===== config.mk =====
export PLATFORM = sky130hd
export DESIGN_NAME = fcsm_host
export DESIGN_NICKNAME = d
export VERILOG_FILES = /design/src/fcsm_pkg.sv /design/src/fcsm_cyc_if.sv /design/src/fcsm_host.sv /design/src/fcsm_pin_engine.sv
export SDC_FILE = /design/constraint.sdc
export NUM_CORES = 1
export LEC_CHECK = 0
export ABC_AREA = 1
export BUFFER_PORTS_ARGS = -buffer_cell sky130_fd_sc_hd__clkbuf_2
export CORE_AREA = 2 2 136 204
export DETAILED_ROUTE_END_ITERATION = 10
export DIE_AREA = 0 0 138 206
export PLACE_DENSITY = 0.58
export RECOVER_POWER = 100
export REMOVE_ABC_BUFFERS = 1
export SLEW_MARGIN = 15
export SYNTH_ARGS = -nofsm -noshare
export SYNTH_HDL_FRONTEND = slang
export SYNTH_SLANG_ARGS = --single-unit

===== constraint.sdc =====
create_clock -name pclk -period 2.6 [get_ports pclk]
set_input_delay 0.26 -clock pclk [delete_from_list [all_inputs] [get_ports pclk]]
set_output_delay 0.26 -clock pclk [all_outputs]
set_load 0.02 [all_outputs]

===== src/fcsm_pkg.sv =====
// Purpose: shared constants for the flash command sequencer host
// Assumes: 100 MHz pclk, 16-bit flash data bus
// Notes:   offsets, codes and timing counts live here only
package fcsm_pkg;
  // ****************************************
  // clock and flash pin timing
  // ****************************************
  localparam int CLK_PERIOD_NS = 10;
  localparam int T_SETUP_NS    = 20;
  localparam int T_PULSE_NS    = 50;
  localparam int T_HOLD_NS     = 30;
  localparam int T_ACCESS_NS   = 80;
  localparam int SETUP_CYC     = (T_SETUP_NS + CLK_PERIOD_NS - 1) / CLK_PERIOD_NS;
  localparam int PULSE_CYC     = (T_PULSE_NS + CLK_PERIOD_NS - 1) / CLK_PERIOD_NS;
  localparam int HOLD_CYC      = (T_HOLD_NS + CLK_PERIOD_NS - 1) / CLK_PERIOD_NS;
  localparam int ACCESS_CYC    = (T_ACCESS_NS + CLK_PERIOD_NS - 1) / CLK_PERIOD_NS;
  // sector loading window, kept short of the device limit
  localparam int WINDOW_US     = 50;
  localparam int WINDOW_MARGIN = 90;
  localparam int WINDOW_CYC    = (WINDOW_US * 1000 / CLK_PERIOD_NS) * WINDOW_MARGIN / 100;

  // ****************************************
  // register offsets and fields
  // ****************************************
  localparam logic [7:0] OFS_CMD    = 8'h00;
  localparam logic [7:0] OFS_ADDR   = 8'h04;
  localparam logic [7:0] OFS_WDATA  = 8'h08;
  localparam logic [7:0] OFS_RDATA  = 8'h0c;
  localparam logic [7:0] OFS_STATUS = 8'h10;
  localparam logic [7:0] OFS_CONFIG = 8'h14;
  localparam int ST_BUSY_BIT    = 0;
  localparam int ST_READY_BIT   = 1;
  localparam int ST_BYPASS_BIT  = 2;
  localparam int ST_ID_BIT      = 3;
  localparam int ST_WINDOW_BIT  = 4;
  localparam int ST_REFUSED_BIT = 5;
  localparam int CFG_BYTE_BIT   = 0;
  localparam int CFG_HWRST_BIT  = 1;
  localparam logic [1:0] CONFIG_RESET = 2'h0;

  // ****************************************
  // host operations
  // ****************************************
  typedef enum logic [3:0] {
    OP_READ       = 4'h0,
    OP_RESET      = 4'h1,
    OP_AUTOSELECT = 4'h2,
    OP_PROGRAM    = 4'h3,
    OP_BYP_ENTER  = 4'h4,
    OP_BYP_EXIT   = 4'h5,
    OP_CHIP_ERASE = 4'h6,
    OP_SECT_ERASE = 4'h7,
    OP_ADD_SECTOR = 4'h8
  } fcsm_op_t;

  // ****************************************
  // flash command codes and unlock addresses
  // ****************************************
  localparam logic [7:0]  CODE_UNLOCK1 = 8'haa;
  localparam logic [7:0]  CODE_UNLOCK2 = 8'h55;
  localparam logic [7:0]  CODE_ID      = 8'h90;
  localparam logic [7:0]  CODE_PROG    = 8'ha0;
  localparam logic [7:0]  CODE_ERASE   = 8'h80;
  localparam logic [7:0]  CODE_CHIP    = 8'h10;
  localparam logic [7:0]  CODE_SECTOR  = 8'h30;
  localparam logic [7:0]  CODE_RESET   = 8'hf0;
  localparam logic [7:0]  CODE_BYPASS  = 8'h20;
  localparam logic [7:0]  CODE_BYP_END = 8'h00;
  localparam logic [11:0] ADDR_U1_WORD = 12'h555;
  localparam logic [11:0] ADDR_U2_WORD = 12'h2aa;
  localparam logic [11:0] ADDR_U1_BYTE = 12'haaa;
  localparam logic [11:0] ADDR_U2_BYTE = 12'h555;
endpackage


===== src/fcsm_cyc_if.sv =====
// Purpose: one flash bus cycle request between sequencer and pin engine
// Assumes: single clock domain
// Notes:   ack is a one-cycle pulse at the end of the cycle
`timescale 1ns/1ps
`default_nettype none
interface fcsm_cyc_if #(parameter int ADDR_W = 21);
  logic              req;
  logic              wr;
  logic [ADDR_W-1:0] addr;
  logic [15:0]       wdata;
  logic              ack;
  logic [15:0]       rdata;
  modport ctrl (output req, wr, addr, wdata, input ack, rdata);
  modport eng  (input req, wr, addr, wdata, output ack, rdata);
endinterface
`default_nettype wire


===== src/fcsm_host.sv =====
// Purpose: APB-controlled host that issues flash command sequences
// Assumes: flash inputs synchronous to pclk, 16-bit data bus
// Notes:   one operation at a time; status shows modes and readiness
`timescale 1ns/1ps
`default_nettype none
// Function
// - identification mode left only through reset write or hardware reset
// - program is unlock pair, A0h, address data
// - unlock pair then 20h enters bypass
// - bypass program is A0h then address data
// - bypass exit is 90h then 00h
// - chip erase is six writes ending 10h
// - sector erase six writes, sector address 30h
// - added sectors refused once window expired
module fcsm_host
  import fcsm_pkg::*;
#(
  parameter int ADDR_W     = 21,
  parameter int WINDOW_CNT = WINDOW_CYC
) (
  // apb slave
  input  wire logic              pclk,
  input  wire logic              presetn,
  input  wire logic              psel,
  input  wire logic              penable,
  input  wire logic              pwrite,
  input  wire logic [7:0]        paddr,
  input  wire logic [31:0]       pwdata,
  output logic [31:0]            prdata,
  output logic                   pready,
  output logic                   pslverr,
  // flash pins
  output logic [ADDR_W-1:0]      flash_addr,
  input  wire logic [15:0]       flash_dq_in,
  output logic [15:0]            flash_dq_out,
  output logic                   flash_dq_oe,
  output logic                   flash_ce_n,
  output logic                   flash_we_n,
  output logic                   flash_oe_n,
  output logic                   flash_byte_n,
  output logic                   flash_reset_n,
  input  wire logic              ready_busy_out
);
  if (ADDR_W < 12 || ADDR_W > 24) $error("fcsm_host: ADDR_W out of range");
  if (WINDOW_CNT < 1 || WINDOW_CNT > 65535) $error("fcsm_host: WINDOW_CNT out of range");

  typedef enum logic [1:0] {
    S_IDLE = 2'b00,
    S_REQ  = 2'b01,
    S_WAIT = 2'b10
  } fcsm_state_t;

  // ****************************************
  // registers
  // ****************************************
  fcsm_state_t       state_reg;
  fcsm_op_t          op_reg;
  logic [2:0]        step_reg;
  logic [ADDR_W-1:0] addr_reg;
  logic [15:0]       wdata_reg;
  logic [15:0]       rdata_reg;
  logic [1:0]        config_reg;
  logic              bypass_reg;
  logic              id_reg;
  logic              refused_reg;
  logic [15:0]       window_reg;

  fcsm_cyc_if #(.ADDR_W(ADDR_W)) cyc ();

  // ****************************************
  // apb decode
  // ****************************************
  wire access   = psel && penable;
  wire wr_commit = access && pready && pwrite;
  wire mapped   = (paddr == OFS_CMD) || (paddr == OFS_ADDR) || (paddr == OFS_WDATA) ||
                  (paddr == OFS_RDATA) || (paddr == OFS_STATUS) || (paddr == OFS_CONFIG);
  wire cmd_wr   = wr_commit && (paddr == OFS_CMD);
  wire busy     = (state_reg != S_IDLE);
  wire window_open = (window_reg != 16'h0000);
  wire byte_mode   = config_reg[CFG_BYTE_BIT];
  fcsm_op_t new_op;
  assign new_op = fcsm_op_t'(pwdata[3:0]);

  // ****************************************
  // command acceptance
  // ****************************************
  wire op_known  = (pwdata[3:0] <= 4'h8);
  // bypass mode takes only its own exit, a plain reset would be ignored
  wire always_ok = (new_op == OP_READ) ||
                   ((new_op == OP_RESET) && !bypass_reg);
  wire flash_idle = ready_busy_out && !config_reg[CFG_HWRST_BIT];
  wire mode_ok   = id_reg ? 1'b0 :
                   bypass_reg ? ((new_op == OP_PROGRAM) || (new_op == OP_BYP_EXIT)) :
                   (new_op == OP_ADD_SECTOR) ? window_open :
                   (new_op != OP_BYP_EXIT);
  // busy flash: program or erase underway takes only read and, outside bypass, reset
  wire accept    = cmd_wr && !busy && op_known &&
                   (always_ok || (mode_ok && flash_idle));
  wire refuse    = cmd_wr && !accept;

  // ****************************************
  // sequence table
  // ****************************************
  wire [ADDR_W-1:0] u1 = ADDR_W'(byte_mode ? ADDR_U1_BYTE : ADDR_U1_WORD);
  wire [ADDR_W-1:0] u2 = ADDR_W'(byte_mode ? ADDR_U2_BYTE : ADDR_U2_WORD);
  logic [ADDR_W-1:0] st_addr;
  logic [15:0]       st_data;
  logic              st_last;
  logic              st_read;

  always_comb begin
    st_addr = u1;
    st_data = 16'h0000;
    st_last = 1'b0;
    st_read = 1'b0;
    if (step_reg == 3'd1) st_addr = u2;
    if (step_reg == 3'd0) st_data = {8'h00, CODE_UNLOCK1};
    if (step_reg == 3'd1) st_data = {8'h00, CODE_UNLOCK2};
    case (op_reg)
      OP_READ: begin
        st_addr = addr_reg;
        st_read = 1'b1;
        st_last = 1'b1;
      end
      OP_RESET: begin
        st_addr = addr_reg;
        st_data = {8'h00, CODE_RESET};
        st_last = 1'b1;
      end
      OP_AUTOSELECT: if (step_reg == 3'd2) begin
        st_data = {8'h00, CODE_ID};
        st_last = 1'b1;
      end
      OP_BYP_ENTER: if (step_reg == 3'd2) begin
        st_data = {8'h00, CODE_BYPASS};
        st_last = 1'b1;
      end
      OP_BYP_EXIT: begin
        st_addr = u1;
        st_data = (step_reg == 3'd0) ? {8'h00, CODE_ID} : {8'h00, CODE_BYP_END};
        st_last = (step_reg == 3'd1);
      end
      OP_PROGRAM: begin
        if (bypass_reg) begin
          st_addr = (step_reg == 3'd0) ? u1 : addr_reg;
          st_data = (step_reg == 3'd0) ? {8'h00, CODE_PROG} : wdata_reg;
          st_last = (step_reg == 3'd1);
        end else if (step_reg == 3'd2) begin
          st_data = {8'h00, CODE_PROG};
        end else if (step_reg == 3'd3) begin
          st_addr = addr_reg;
          st_data = wdata_reg;
          st_last = 1'b1;
        end
      end
      OP_CHIP_ERASE, OP_SECT_ERASE: begin
        case (step_reg)
          3'd2: st_data = {8'h00, CODE_ERASE};
          3'd3: st_data = {8'h00, CODE_UNLOCK1};
          3'd4: begin
            st_addr = u2;
            st_data = {8'h00, CODE_UNLOCK2};
          end
          3'd5: begin
            st_last = 1'b1;
            if (op_reg == OP_CHIP_ERASE) begin
              st_data = {8'h00, CODE_CHIP};
            end else begin
              st_addr = addr_reg;
              st_data = {8'h00, CODE_SECTOR};
            end
          end
          default: ;
        endcase
      end
      OP_ADD_SECTOR: begin
        st_addr = addr_reg;
        st_data = {8'h00, CODE_SECTOR};
        st_last = 1'b1;
      end
      default: st_last = 1'b1;
    endcase
  end

  assign cyc.req   = (state_reg == S_REQ);
  assign cyc.wr    = !st_read;
  assign cyc.addr  = st_addr;
  assign cyc.wdata = st_data;

  // ****************************************
  // sequencer: one step per engine cycle, in order
  // ****************************************
  wire seq_done = cyc.ack && st_last;
  wire hw_reset = config_reg[CFG_HWRST_BIT];

  always_ff @(posedge pclk or negedge presetn) begin
    if (!presetn) begin
      state_reg <= S_IDLE;
      op_reg    <= OP_READ;
      step_reg  <= 3'd0;
    end else begin
      case (state_reg)
        S_IDLE: if (accept) begin
          op_reg    <= new_op;
          step_reg  <= 3'd0;
          state_reg <= S_REQ;
        end
        S_REQ: state_reg <= S_WAIT;
        S_WAIT: if (cyc.ack) begin
          step_reg  <= step_reg + 3'd1;
          state_reg <= st_last ? S_IDLE : S_REQ;
        end
        default: state_reg <= S_IDLE;
      endcase
    end
  end

  // ****************************************
  // mode tracking and window timer
  // ****************************************
  wire win_start = seq_done && ((op_reg == OP_SECT_ERASE) || (op_reg == OP_ADD_SECTOR));
  wire win_kill  = seq_done && !win_start && (op_reg != OP_READ);

  always_ff @(posedge pclk or negedge presetn) begin
    if (!presetn) begin
      bypass_reg <= 1'b0;
      id_reg     <= 1'b0;
      window_reg <= 16'h0000;
    end else begin
      if (hw_reset || (seq_done && op_reg == OP_RESET)) begin
        bypass_reg <= 1'b0;
        id_reg     <= 1'b0;
      end else if (seq_done) begin
        if (op_reg == OP_AUTOSELECT) id_reg <= 1'b1;
        if (op_reg == OP_BYP_ENTER) bypass_reg <= 1'b1;
        if (op_reg == OP_BYP_EXIT) bypass_reg <= 1'b0;
      end
      if (hw_reset || win_kill) window_reg <= 16'h0000;
      else if (win_start) window_reg <= 16'(WINDOW_CNT);
      else if (window_open) window_reg <= window_reg - 16'h0001;
    end
  end

  // ****************************************
  // apb registers
  // ****************************************
  logic [31:0] rd_mux;
  always_comb begin
    rd_mux = 32'h0000_0000;
    case (paddr)
      OFS_CMD:    rd_mux = {28'h0000000, op_reg};
      OFS_ADDR:   rd_mux = 32'(addr_reg);
      OFS_WDATA:  rd_mux = {16'h0000, wdata_reg};
      OFS_RDATA:  rd_mux = {16'h0000, rdata_reg};
      OFS_STATUS: begin
        rd_mux[ST_BUSY_BIT]    = busy;
        rd_mux[ST_READY_BIT]   = ready_busy_out;
        rd_mux[ST_BYPASS_BIT]  = bypass_reg;
        rd_mux[ST_ID_BIT]      = id_reg;
        rd_mux[ST_WINDOW_BIT]  = window_open;
        rd_mux[ST_REFUSED_BIT] = refused_reg;
      end
      OFS_CONFIG: rd_mux = {30'h0, config_reg};
      default:    rd_mux = 32'h0000_0000;
    endcase
  end

  always_ff @(posedge pclk or negedge presetn) begin
    if (!presetn) begin
      pready        <= 1'b0;
      pslverr       <= 1'b0;
      prdata        <= 32'h0000_0000;
      addr_reg      <= '0;
      wdata_reg     <= 16'h0000;
      rdata_reg     <= 16'h0000;
      config_reg    <= CONFIG_RESET;
      refused_reg   <= 1'b0;
      flash_byte_n  <= 1'b1;
      flash_reset_n <= 1'b1;
    end else begin
      pready  <= access && !pready;
      pslverr <= access && !pready && !mapped;
      if (access && !pready) prdata <= pwrite ? 32'h0000_0000 : rd_mux;
      if (wr_commit && paddr == OFS_ADDR && !busy) addr_reg <= pwdata[ADDR_W-1:0];
      if (wr_commit && paddr == OFS_WDATA && !busy) wdata_reg <= pwdata[15:0];
      if (wr_commit && paddr == OFS_CONFIG && !busy) config_reg <= pwdata[1:0];
      if (seq_done && op_reg == OP_READ) rdata_reg <= cyc.rdata;
      if (refuse) refused_reg <= 1'b1;
      else if (accept) refused_reg <= 1'b0;
      flash_byte_n  <= !config_reg[CFG_BYTE_BIT];
      flash_reset_n <= !config_reg[CFG_HWRST_BIT];
    end
  end

  // ****************************************
  // pin engine
  // ****************************************
  fcsm_pin_engine #(.ADDR_W(ADDR_W)) u_engine (
    .pclk         (pclk),
    .presetn      (presetn),
    .cyc          (cyc),
    .flash_addr   (flash_addr),
    .flash_dq_in  (flash_dq_in),
    .flash_dq_out (flash_dq_out),
    .flash_dq_oe  (flash_dq_oe),
    .flash_ce_n   (flash_ce_n),
    .flash_we_n   (flash_we_n),
    .flash_oe_n   (flash_oe_n)
  );
endmodule
`default_nettype wire


===== src/fcsm_pin_engine.sv =====
// Purpose: drives one write or read cycle on the flash pins
// Assumes: flash inputs synchronous to pclk
// Notes:   chip enable framing the write enable pulse
`timescale 1ns/1ps
`default_nettype none
module fcsm_pin_engine
  import fcsm_pkg::*;
#(
  parameter int ADDR_W = 21
) (
  // clock and reset
  input  wire logic              pclk,
  input  wire logic              presetn,
  // cycle requests
  fcsm_cyc_if.eng                cyc,
  // flash pins
  output logic [ADDR_W-1:0]      flash_addr,
  input  wire logic [15:0]       flash_dq_in,
  output logic [15:0]            flash_dq_out,
  output logic                   flash_dq_oe,
  output logic                   flash_ce_n,
  output logic                   flash_we_n,
  output logic                   flash_oe_n
);
  if (ADDR_W < 12 || ADDR_W > 24) $error("fcsm_pin_engine: ADDR_W out of range");

  typedef enum logic [2:0] {
    E_IDLE  = 3'b000,
    E_SETUP = 3'b001,
    E_PULSE = 3'b010,
    E_HOLD  = 3'b011,
    E_READ  = 3'b100
  } fcsm_eng_t;

  fcsm_eng_t  state_reg;
  logic [7:0] cnt_reg;
  logic       ack_reg;
  logic [15:0] rdata_reg;
  wire        cnt_done = (cnt_reg == 8'h00);

  assign cyc.ack   = ack_reg;
  assign cyc.rdata = rdata_reg;

  always_ff @(posedge pclk or negedge presetn) begin
    if (!presetn) begin
      state_reg    <= E_IDLE;
      cnt_reg      <= 8'h00;
      ack_reg      <= 1'b0;
      rdata_reg    <= 16'h0000;
      flash_addr   <= '0;
      flash_dq_out <= 16'h0000;
      flash_dq_oe  <= 1'b0;
      flash_ce_n   <= 1'b1;
      flash_we_n   <= 1'b1;
      flash_oe_n   <= 1'b1;
    end else begin
      ack_reg <= 1'b0;
      if (!cnt_done) cnt_reg <= cnt_reg - 8'h01;
      case (state_reg)
        E_IDLE: begin
          if (cyc.req && !ack_reg) begin
            flash_addr   <= cyc.addr;
            flash_dq_out <= cyc.wdata;
            flash_dq_oe  <= cyc.wr;
            flash_ce_n   <= 1'b0;
            if (cyc.wr) begin
              state_reg <= E_SETUP;
              cnt_reg   <= 8'(SETUP_CYC - 1);
            end else begin
              flash_oe_n <= 1'b0;
              state_reg  <= E_READ;
              cnt_reg    <= 8'(ACCESS_CYC - 1);
            end
          end
        end
        E_SETUP: if (cnt_done) begin
          // address taken by the device at the later falling strobe
          flash_we_n <= 1'b0;
          state_reg  <= E_PULSE;
          cnt_reg    <= 8'(PULSE_CYC - 1);
        end
        E_PULSE: if (cnt_done) begin
          // data taken at this rising edge, still driven afterwards
          flash_we_n <= 1'b1;
          state_reg  <= E_HOLD;
          cnt_reg    <= 8'(HOLD_CYC - 1);
        end
        E_HOLD: if (cnt_done) begin
          flash_ce_n  <= 1'b1;
          flash_dq_oe <= 1'b0;
          ack_reg     <= 1'b1;
          state_reg   <= E_IDLE;
        end
        E_READ: if (cnt_done) begin
          rdata_reg  <= flash_dq_in;
          flash_oe_n <= 1'b1;
          flash_ce_n <= 1'b1;
          ack_reg    <= 1'b1;
          state_reg  <= E_IDLE;
        end
        default: state_reg <= E_IDLE;
      endcase
    end
  end
endmodule
`default_nettype wire


======== Yosys cells after proc, flatten, opt, wreduce, memory -nomap -nowiden ========
Index checks and enable logic that the tools add are counted.
storage, ports and cells
  register bits ........................... 188
  input port bits ......................... 62
  output and inout bits ................... 77
cells by class
  add/subtract/negate cells ............... 3
  magnitude comparators ................... 1
  equality and inequality tests ........... 38
  multiplexer cells ....................... 78
  reduce and logical (&&, ||, !) cells .... 83
operators by type and width
  operator               count
  $mux 16                7
  $pmux 16 s7            1
  $mux 21                5
  $pmux 21 s4            1
  $mux 8                 9
  $pmux 15 s3            1
  $pmux 21 s2            1
  $pmux 6 s6             1
  $mux 32                1
  $pmux 8 s4             1
  $mux 1                 27
  $logic_and 1x1->1      26
  $mux 12                2
  $mux 3                 8
  $pmux 8 s3             1
  $eq 4x3->1 const B     5
  $reduce_bool 2->1      9
  $eq 8x4->1 const B     2
  $eq 8x5->1 const B     2
  $logic_not 8->1        2
  $reduce_bool 16->1     1
  $sub 16x1->16 const B  1
  $ne 2x1->1 const B     7
  $eq 3x2->1 const B     4
  other kinds (33)       78

======== Logic depth before layout (Yosys ltp) ========
  depth after elaboration ................. 12
  gate-level depth with buffers ........... 14
  depth with buffers taken out ............ 13

======== Modules after synthesis ========
Synthesis repeated with hierarchy kept, for this count alone.
second synthesis, totals
  cell total of the unflattened synthesis .. 1232
  area total of the unflattened synthesis .. 9421.5 sq um
modules (own cells, without submodules)
  module           instances  cells each  area each (sq um)
  fcsm_host        1          885         6426.2
  fcsm_pin_engine  1          347         2995.4

======== Worst setup path before layout ========
No wires, ideal clock.
  path kind ............................... register to register
  start ................................... reg step_reg[1]
  end ..................................... reg u_engine.flash_addr[10]
  data arrival time ....................... 1.877 ns
  required time ........................... 2.483 ns
  setup slack ............................. 0.607 ns
  cell stages (with the launch flop) ...... 12
  path buffers ............................ 0
  clock period less this slack ............ 1.993 ns
  cells stage by stage .................... dfrtp_1 inv_1 ha_1 inv_1 nor2_2 inv_2 ha_1 o21ai_1 a21oi_1 o21a_1 nor2_1 nor2_1
on the way
  word-level cells in the longest chain between the ends .. 6
  elaborated cells between the ends (all ways) .. 14
  classes of those cells .................. eq/ne: 5; mux: 8; reduce/logical: 1
RTL lines
  element                 line                   text
  from (decl)             fcsm_host.sv:58        logic [2:0] step_reg;
  from (signal assigned)  fcsm_host.sv:210       step_reg <= step_reg + 3'd1;
  $eq 3x1->1              fcsm_host.sv:116       if (step_reg == 3'd1) st_addr = u2;
  $mux 12                 fcsm_host.sv:116
  $mux 21                 fcsm_host.sv:150       end else if (step_reg == 3'd3) begin
  $mux 21                 fcsm_host.sv:148       end else if (step_reg == 3'd2) begin
  $mux 21                 fcsm_host.sv:144       if (bypass_reg) begin
  $pmux 21 s4 (*)         fcsm_host.sv:119       case (op_reg)
  to (signal assigned)    fcsm_pin_engine.sv:62  flash_addr <= cyc.addr;
  to (decl)               fcsm_pin_engine.sv:17  output logic [ADDR_W-1:0] flash_addr,
Every way passes the cells marked *; elsewhere a longest branch is shown, timed or not.
A chain may end at the register's enable or synchronous reset.

======== Worst setup path after layout ========
  start ................................... reg step_reg[0]
  end ..................................... reg window_reg[1]
on the way
  word-level cells in the longest chain between the ends .. 12
  elaborated cells between the ends (all ways) .. 19
  classes of those cells .................. eq/ne: 4; mux: 8; reduce/logical: 7
RTL lines
  element                                                        line              text
  $eq 3x2->1                                                     fcsm_host.sv:150
  $mux 1                                                         fcsm_host.sv:150
  $mux 1                                                         fcsm_host.sv:148
  $mux 1                                                         fcsm_host.sv:144
  $pmux 1 s4 (*)                                                 fcsm_host.sv:119
  $logic_and 1x1->1 (*)                                          fcsm_host.sv:193  wire seq_done = cyc.ack && st_last;
  $logic_and 1x1->1                                              fcsm_host.sv:221  wire win_start = seq_done && ((op_reg == OP_SECT_ERASE) || (op_reg == OP_ADD_SECTOR));
  $logic_not 1->1                                                fcsm_host.sv:222  wire win_kill = seq_done && !win_start && (op_reg != OP_READ);
  $logic_and 1x1->1 (2 in a row)                                 fcsm_host.sv:222
  $logic_or 1x1->1                                               fcsm_host.sv:238  if (hw_reset || win_kill) window_reg <= 16'h0000;
  $reduce_bool 3->1 (no line) / $mux 16 (equally long branches)  n/a
  to (signal assigned)                                           fcsm_host.sv:239  else if (win_start) window_reg <= 16'(WINDOW_CNT);
  to (signal assigned)                                           fcsm_host.sv:240  else if (window_open) window_reg <= window_reg - 16'h0001;
  to (decl)                                                      fcsm_host.sv:66   logic [15:0] window_reg;
Marked as above.

==> results.txt <==
----------------------------------------------------
[Critical path]
  FF-to-FF setup slack ... 0.24 ns
  Cell occurring most often along the worst timing path ... nand2_1
  Worst reg2reg path startpoint ... step_reg[0]$_DFFE_PN0P_
  Crit. End Element ... flip-flop
  Worst Path Arrival ... 2.69 ns
  Critical path's slowest cell ... dfrtp_1
  Delay-heaviest family, CP ... simple AND/OR/NAND/NOR gates
  Crit Path Category ... flip-flop to flip-flop
  Buffers and inverters on the worst path ... 2
  Stages on worst setup path ... 11
  Worst endpoint required time ... 2.94 ns
  Max stage delay on crit path ... 0.42 ns
  Highest fanout seen on the critical path ... 10
  Number of cells traversed by the worst register-to-register path ... 11
  Critical path startpoint category ... flip-flop
  Cell breakdown of the critical path ... inv_1, ha_1, inv_1, nor2_1, nand2_1, nand3_4, nand3_1, nand2_1, nor2_2, nand2_1, nand2_1
  Reg-to-Reg End ... window_reg[1]$_DFFE_PN0P_

[Global route]
  Most used routing layer in global routing ... met2
  Wire length of the first global-routing pass ... 43.0 mm
  Global routing usage on met1 ... 0.233
  Maximum number of pins on one net before global-route repair ... 65
  Initial antenna violation count ... 0
  Global routing met3 resource utilization ... 0.0392
  Global-route total usage across every layer ... 0.195
  Via count of the first global-routing pass ... 7783
  GR Overflow Total ... 0
  Routing usage on met2 ... 0.342

[Timing]
  Worst-margin pin slew ... 1.73 ns
  Fin crit period ... 2.36 ns
  Final setup violation count ... 0
  RSZ-0062 raised after global routing ... false
  Worst slew slack as a fraction of its limit ... -0.153
  Setup skew after layout ... 0.0111 ns
  Peak Freq ... 424 MHz
  Setup total negative slack ... 0 ns
  Fin crit share ... 0.907
  Final hold violations ... 0
  Number of max-slew violations in the final report ... 62

[Placement]
  Inst Count DP ... 1569
  Buffers on Ports ... 116
  Final weighted congestion in routability-driven placement ... 0.916
  Post-placement cell area ... 0.0102 mm^2
  Half-perimeter wire length of the detailed placement result ... 20.7 mm

[Detailed routing]
  Initial DRC count ... 471
  DR vias ... 8055
  DRC viols ... 0
  Overall routed net length ... 27.3 mm
  Iteration count of the initial detailed-routing pass ... 5
  Detail-routed net length per standard cell ... 17.1 um
  Vias per Instance ... 5.03
  Antenna Violating Nets Remaining ... 0

[Layout]
  Core occupancy in the finished layout ... 0.394
  Total inserted antenna cells ... 0
  Area added between synthesis and finish ... 15.1%
  # nets final ... 1320
  Register cell area after layout ... 0.00444 mm^2
  Combined area of the multi-input logic cells ... 0.00403 mm^2
  Design Area, Final ... 0.0106 mm^2
  Final instance count without filler cells ... 1602
  Commonest cells after routing, fill and taps aside ... nand2_1, dfrtp_1, nor2_1
  Layout cells sized above 1 ... 0.127
  Most common library cell in the layout ignoring fill and taps ... nand2_1
  Number of fillers in the final layout ... 2835

[Status]
  Violated checks ... max-capacitance violations, max-slew violations
  Status ... complete, but fails checks

[Min path]
  Class of the tightest hold or removal check ... primary input to flip-flop
  Depth of the worst hold-timing path ... 3
  Start point of the worst hold path ... penable
  Destination of the worst hold path ... pready$_DFF_PN0_

[Synthesis]
  Count of warnings emitted by yosys ... 0
  Share of cell area taken by muxes after synthesis ... 0.0184
  Gate Count Post-Synth ... 1120
  Xor and xnor fraction of the mapped netlist area ... 0.0172
  Post-synthesis register bit count ... 177
  Post-Syn Area per Cell ... 8.20 um^2
  Distinct cell type count of the synthesized netlist ... 52
  Cell area after synthesis ... 0.00918 mm^2
  Combinational family with the most area after synthesis ... simple AND/OR/NAND/NOR gates
  Adder-cell share of the synthesized area ... 0.0150
  Sequential element share of the synthesized area ... 0.483
  Post-synthesis share of cell area spent on and, or, nand and nor gates ... 0.235
  Share of the synthesized area in compound gates (AO/OA/AOI/OAI) ... 0.154

[Clock network]
  Number of clock sinks ... 177
  Clock root buffer ... clkbuf_16
  Clock-pin slew on the worst setup and hold paths ... 0.07 ns
  Maximum level of the CTS H-tree ... 4
  Clock latency on the worst-skew pair ... 0.45 ns
  CTS tree ... built
  Buffer levels on the longest clock path ... 2
  Number of buffers created by CTS ... 17

[Die]
  Area enclosed by the die boundary ... 0.0284 mm^2
  Die extent in y ... 206 um
  Effective utilization at floorplan ... 0.342
  Number of top-level pins ... 139
  Floorplan core area ... 0.0269 mm^2
  Placement row count ... 74
  Die W ... 138 um

[Pwr]
  Static leakage ... 4.94 nW
  Power density over the cells ... 615 mW/mm^2
  Max IR drop VDD ... 0.000475 V

[Flow run]
  Number of maximum-capacitance constraint violations ... 1

----------------------------------------------------
cells in the mapped netlist (all sizes together):
master	n	area, um^2
or4	1	7.51
a21oi	79	440
a22o	2	17.5
a32o	5	50.1
nand2	236	935
ha	11	138
a31oi	7	43.8
o221ai	5	43.8
nand4	14	87.6
nor2	158	672
nor3	22	121
nor3b	1	7.51
mux2	15	169
or2	1	6.26
o22ai	9	56.3
o21a	2	15.0
nor4	2	12.5
o31ai	5	37.5
clkinv	2	7.51
xnor2	5	43.8
conb	1	3.75
a21boi	1	7.51
dfstp	5	131
o21ai	110	558
clkbuf	15	56.3
o211ai	15	118
and2	1	6.26
dfrtp	172	4300
a211oi	1	7.51
inv	122	463
a22oi	2	15.0
xor2	13	114
buf	25	174
a41oi	1	8.76
nand3	54	305
kinds of logic after synthesis:
kind of cell,count (synthesis)
and+or+nand+nor,490
xor gates and xnor gates,18
DFF,177
buffers and inverters,164
adders and majority gates,11
AOI/OAI and AO/OA,244
muxes,15
other,1
report_power, final:
part | internal, mW | switching [mW]
logic | 0.368 | 0.551
registers | 2.97 | 0.180
clock network | 1.32 | 1.12
total | 4.66 | 1.85
stage by stage:
| stage | hold slack, ns | power, mW | worst slack, ns |
|---|---|---|---|
| floorplan | -0.0356 | 3.84 | 0.231 |
| global placement | 0.303 | 4.12 | 0.209 |
| detailed placement | 0.316 | 4.14 | 0.208 |
| CTS | 0.00780 | 6.61 | 0.203 |
| global route | 0.0376 | 6.86 | 0.0340 |
| finish | 0.0239 | 6.51 | 0.242 |
per-layer routing:
metal  up-vias  part of all wire
li1       3928                 -
met1      3821              0.41
met2       260              0.51
met3        46             0.052
met4         0             0.035
met5         -                 0
worst max-delay path by stage:
stage	startpoint	endpoint	slack [ns]
2_1_floorplan	u_engine.cyc.ack$_DFF_PN0_	u_engine.flash_addr[1]$_DFFE_PN0P_	0.23
3_3_place_gp	step_reg[1]$_DFFE_PN0P_	u_engine.flash_addr[10]$_DFFE_PN0P_	0.21
3_5_place_dp	step_reg[1]$_DFFE_PN0P_	u_engine.flash_addr[10]$_DFFE_PN0P_	0.21
4_1_cts	step_reg[1]$_DFFE_PN0P_	u_engine.flash_addr[10]$_DFFE_PN0P_	0.20
5_1_grt	step_reg[1]$_DFFE_PN0P_	u_engine.flash_addr[10]$_DFFE_PN0P_	0.03
6_report	step_reg[0]$_DFFE_PN0P_	window_reg[1]$_DFFE_PN0P_	0.24
area by class of cell:
| cell class | instances | share of cell area |
|---|---|---|
| Clock buffer | 24 | 0.0427 |
| Sequential cell | 177 | 0.420 |
| Multi-Input combinational cell | 789 | 0.381 |
| Clock inverter | 8 | 0.00781 |
| Tap cell | 342 | 0.0405 |
| Timing Repair Buffer | 138 | 0.0641 |
| Inverter | 124 | 0.0445 |
repair_timing:
item                                    in CTS  in global routing
resized for setup                            0                  2
hold endpoints to repair                    61                  0
hold buffers                                 1                  0
endpoints found under the setup margin       0                  6
buffers inserted                             0                  0
worst register-to-register path, cell delays in order (launching register included):
cell and delay [ns]:
dfrtp_1 0.42, inv_1 0.17, ha_1 0.31, inv_1 0.09, nor2_1 0.21, nand2_1 0.14
nand3_4 0.13, nand3_1 0.33, nand2_1 0.27, nor2_2 0.07, nand2_1 0.06, nand2_1 0.05
(Power assumes the default switching activity.)
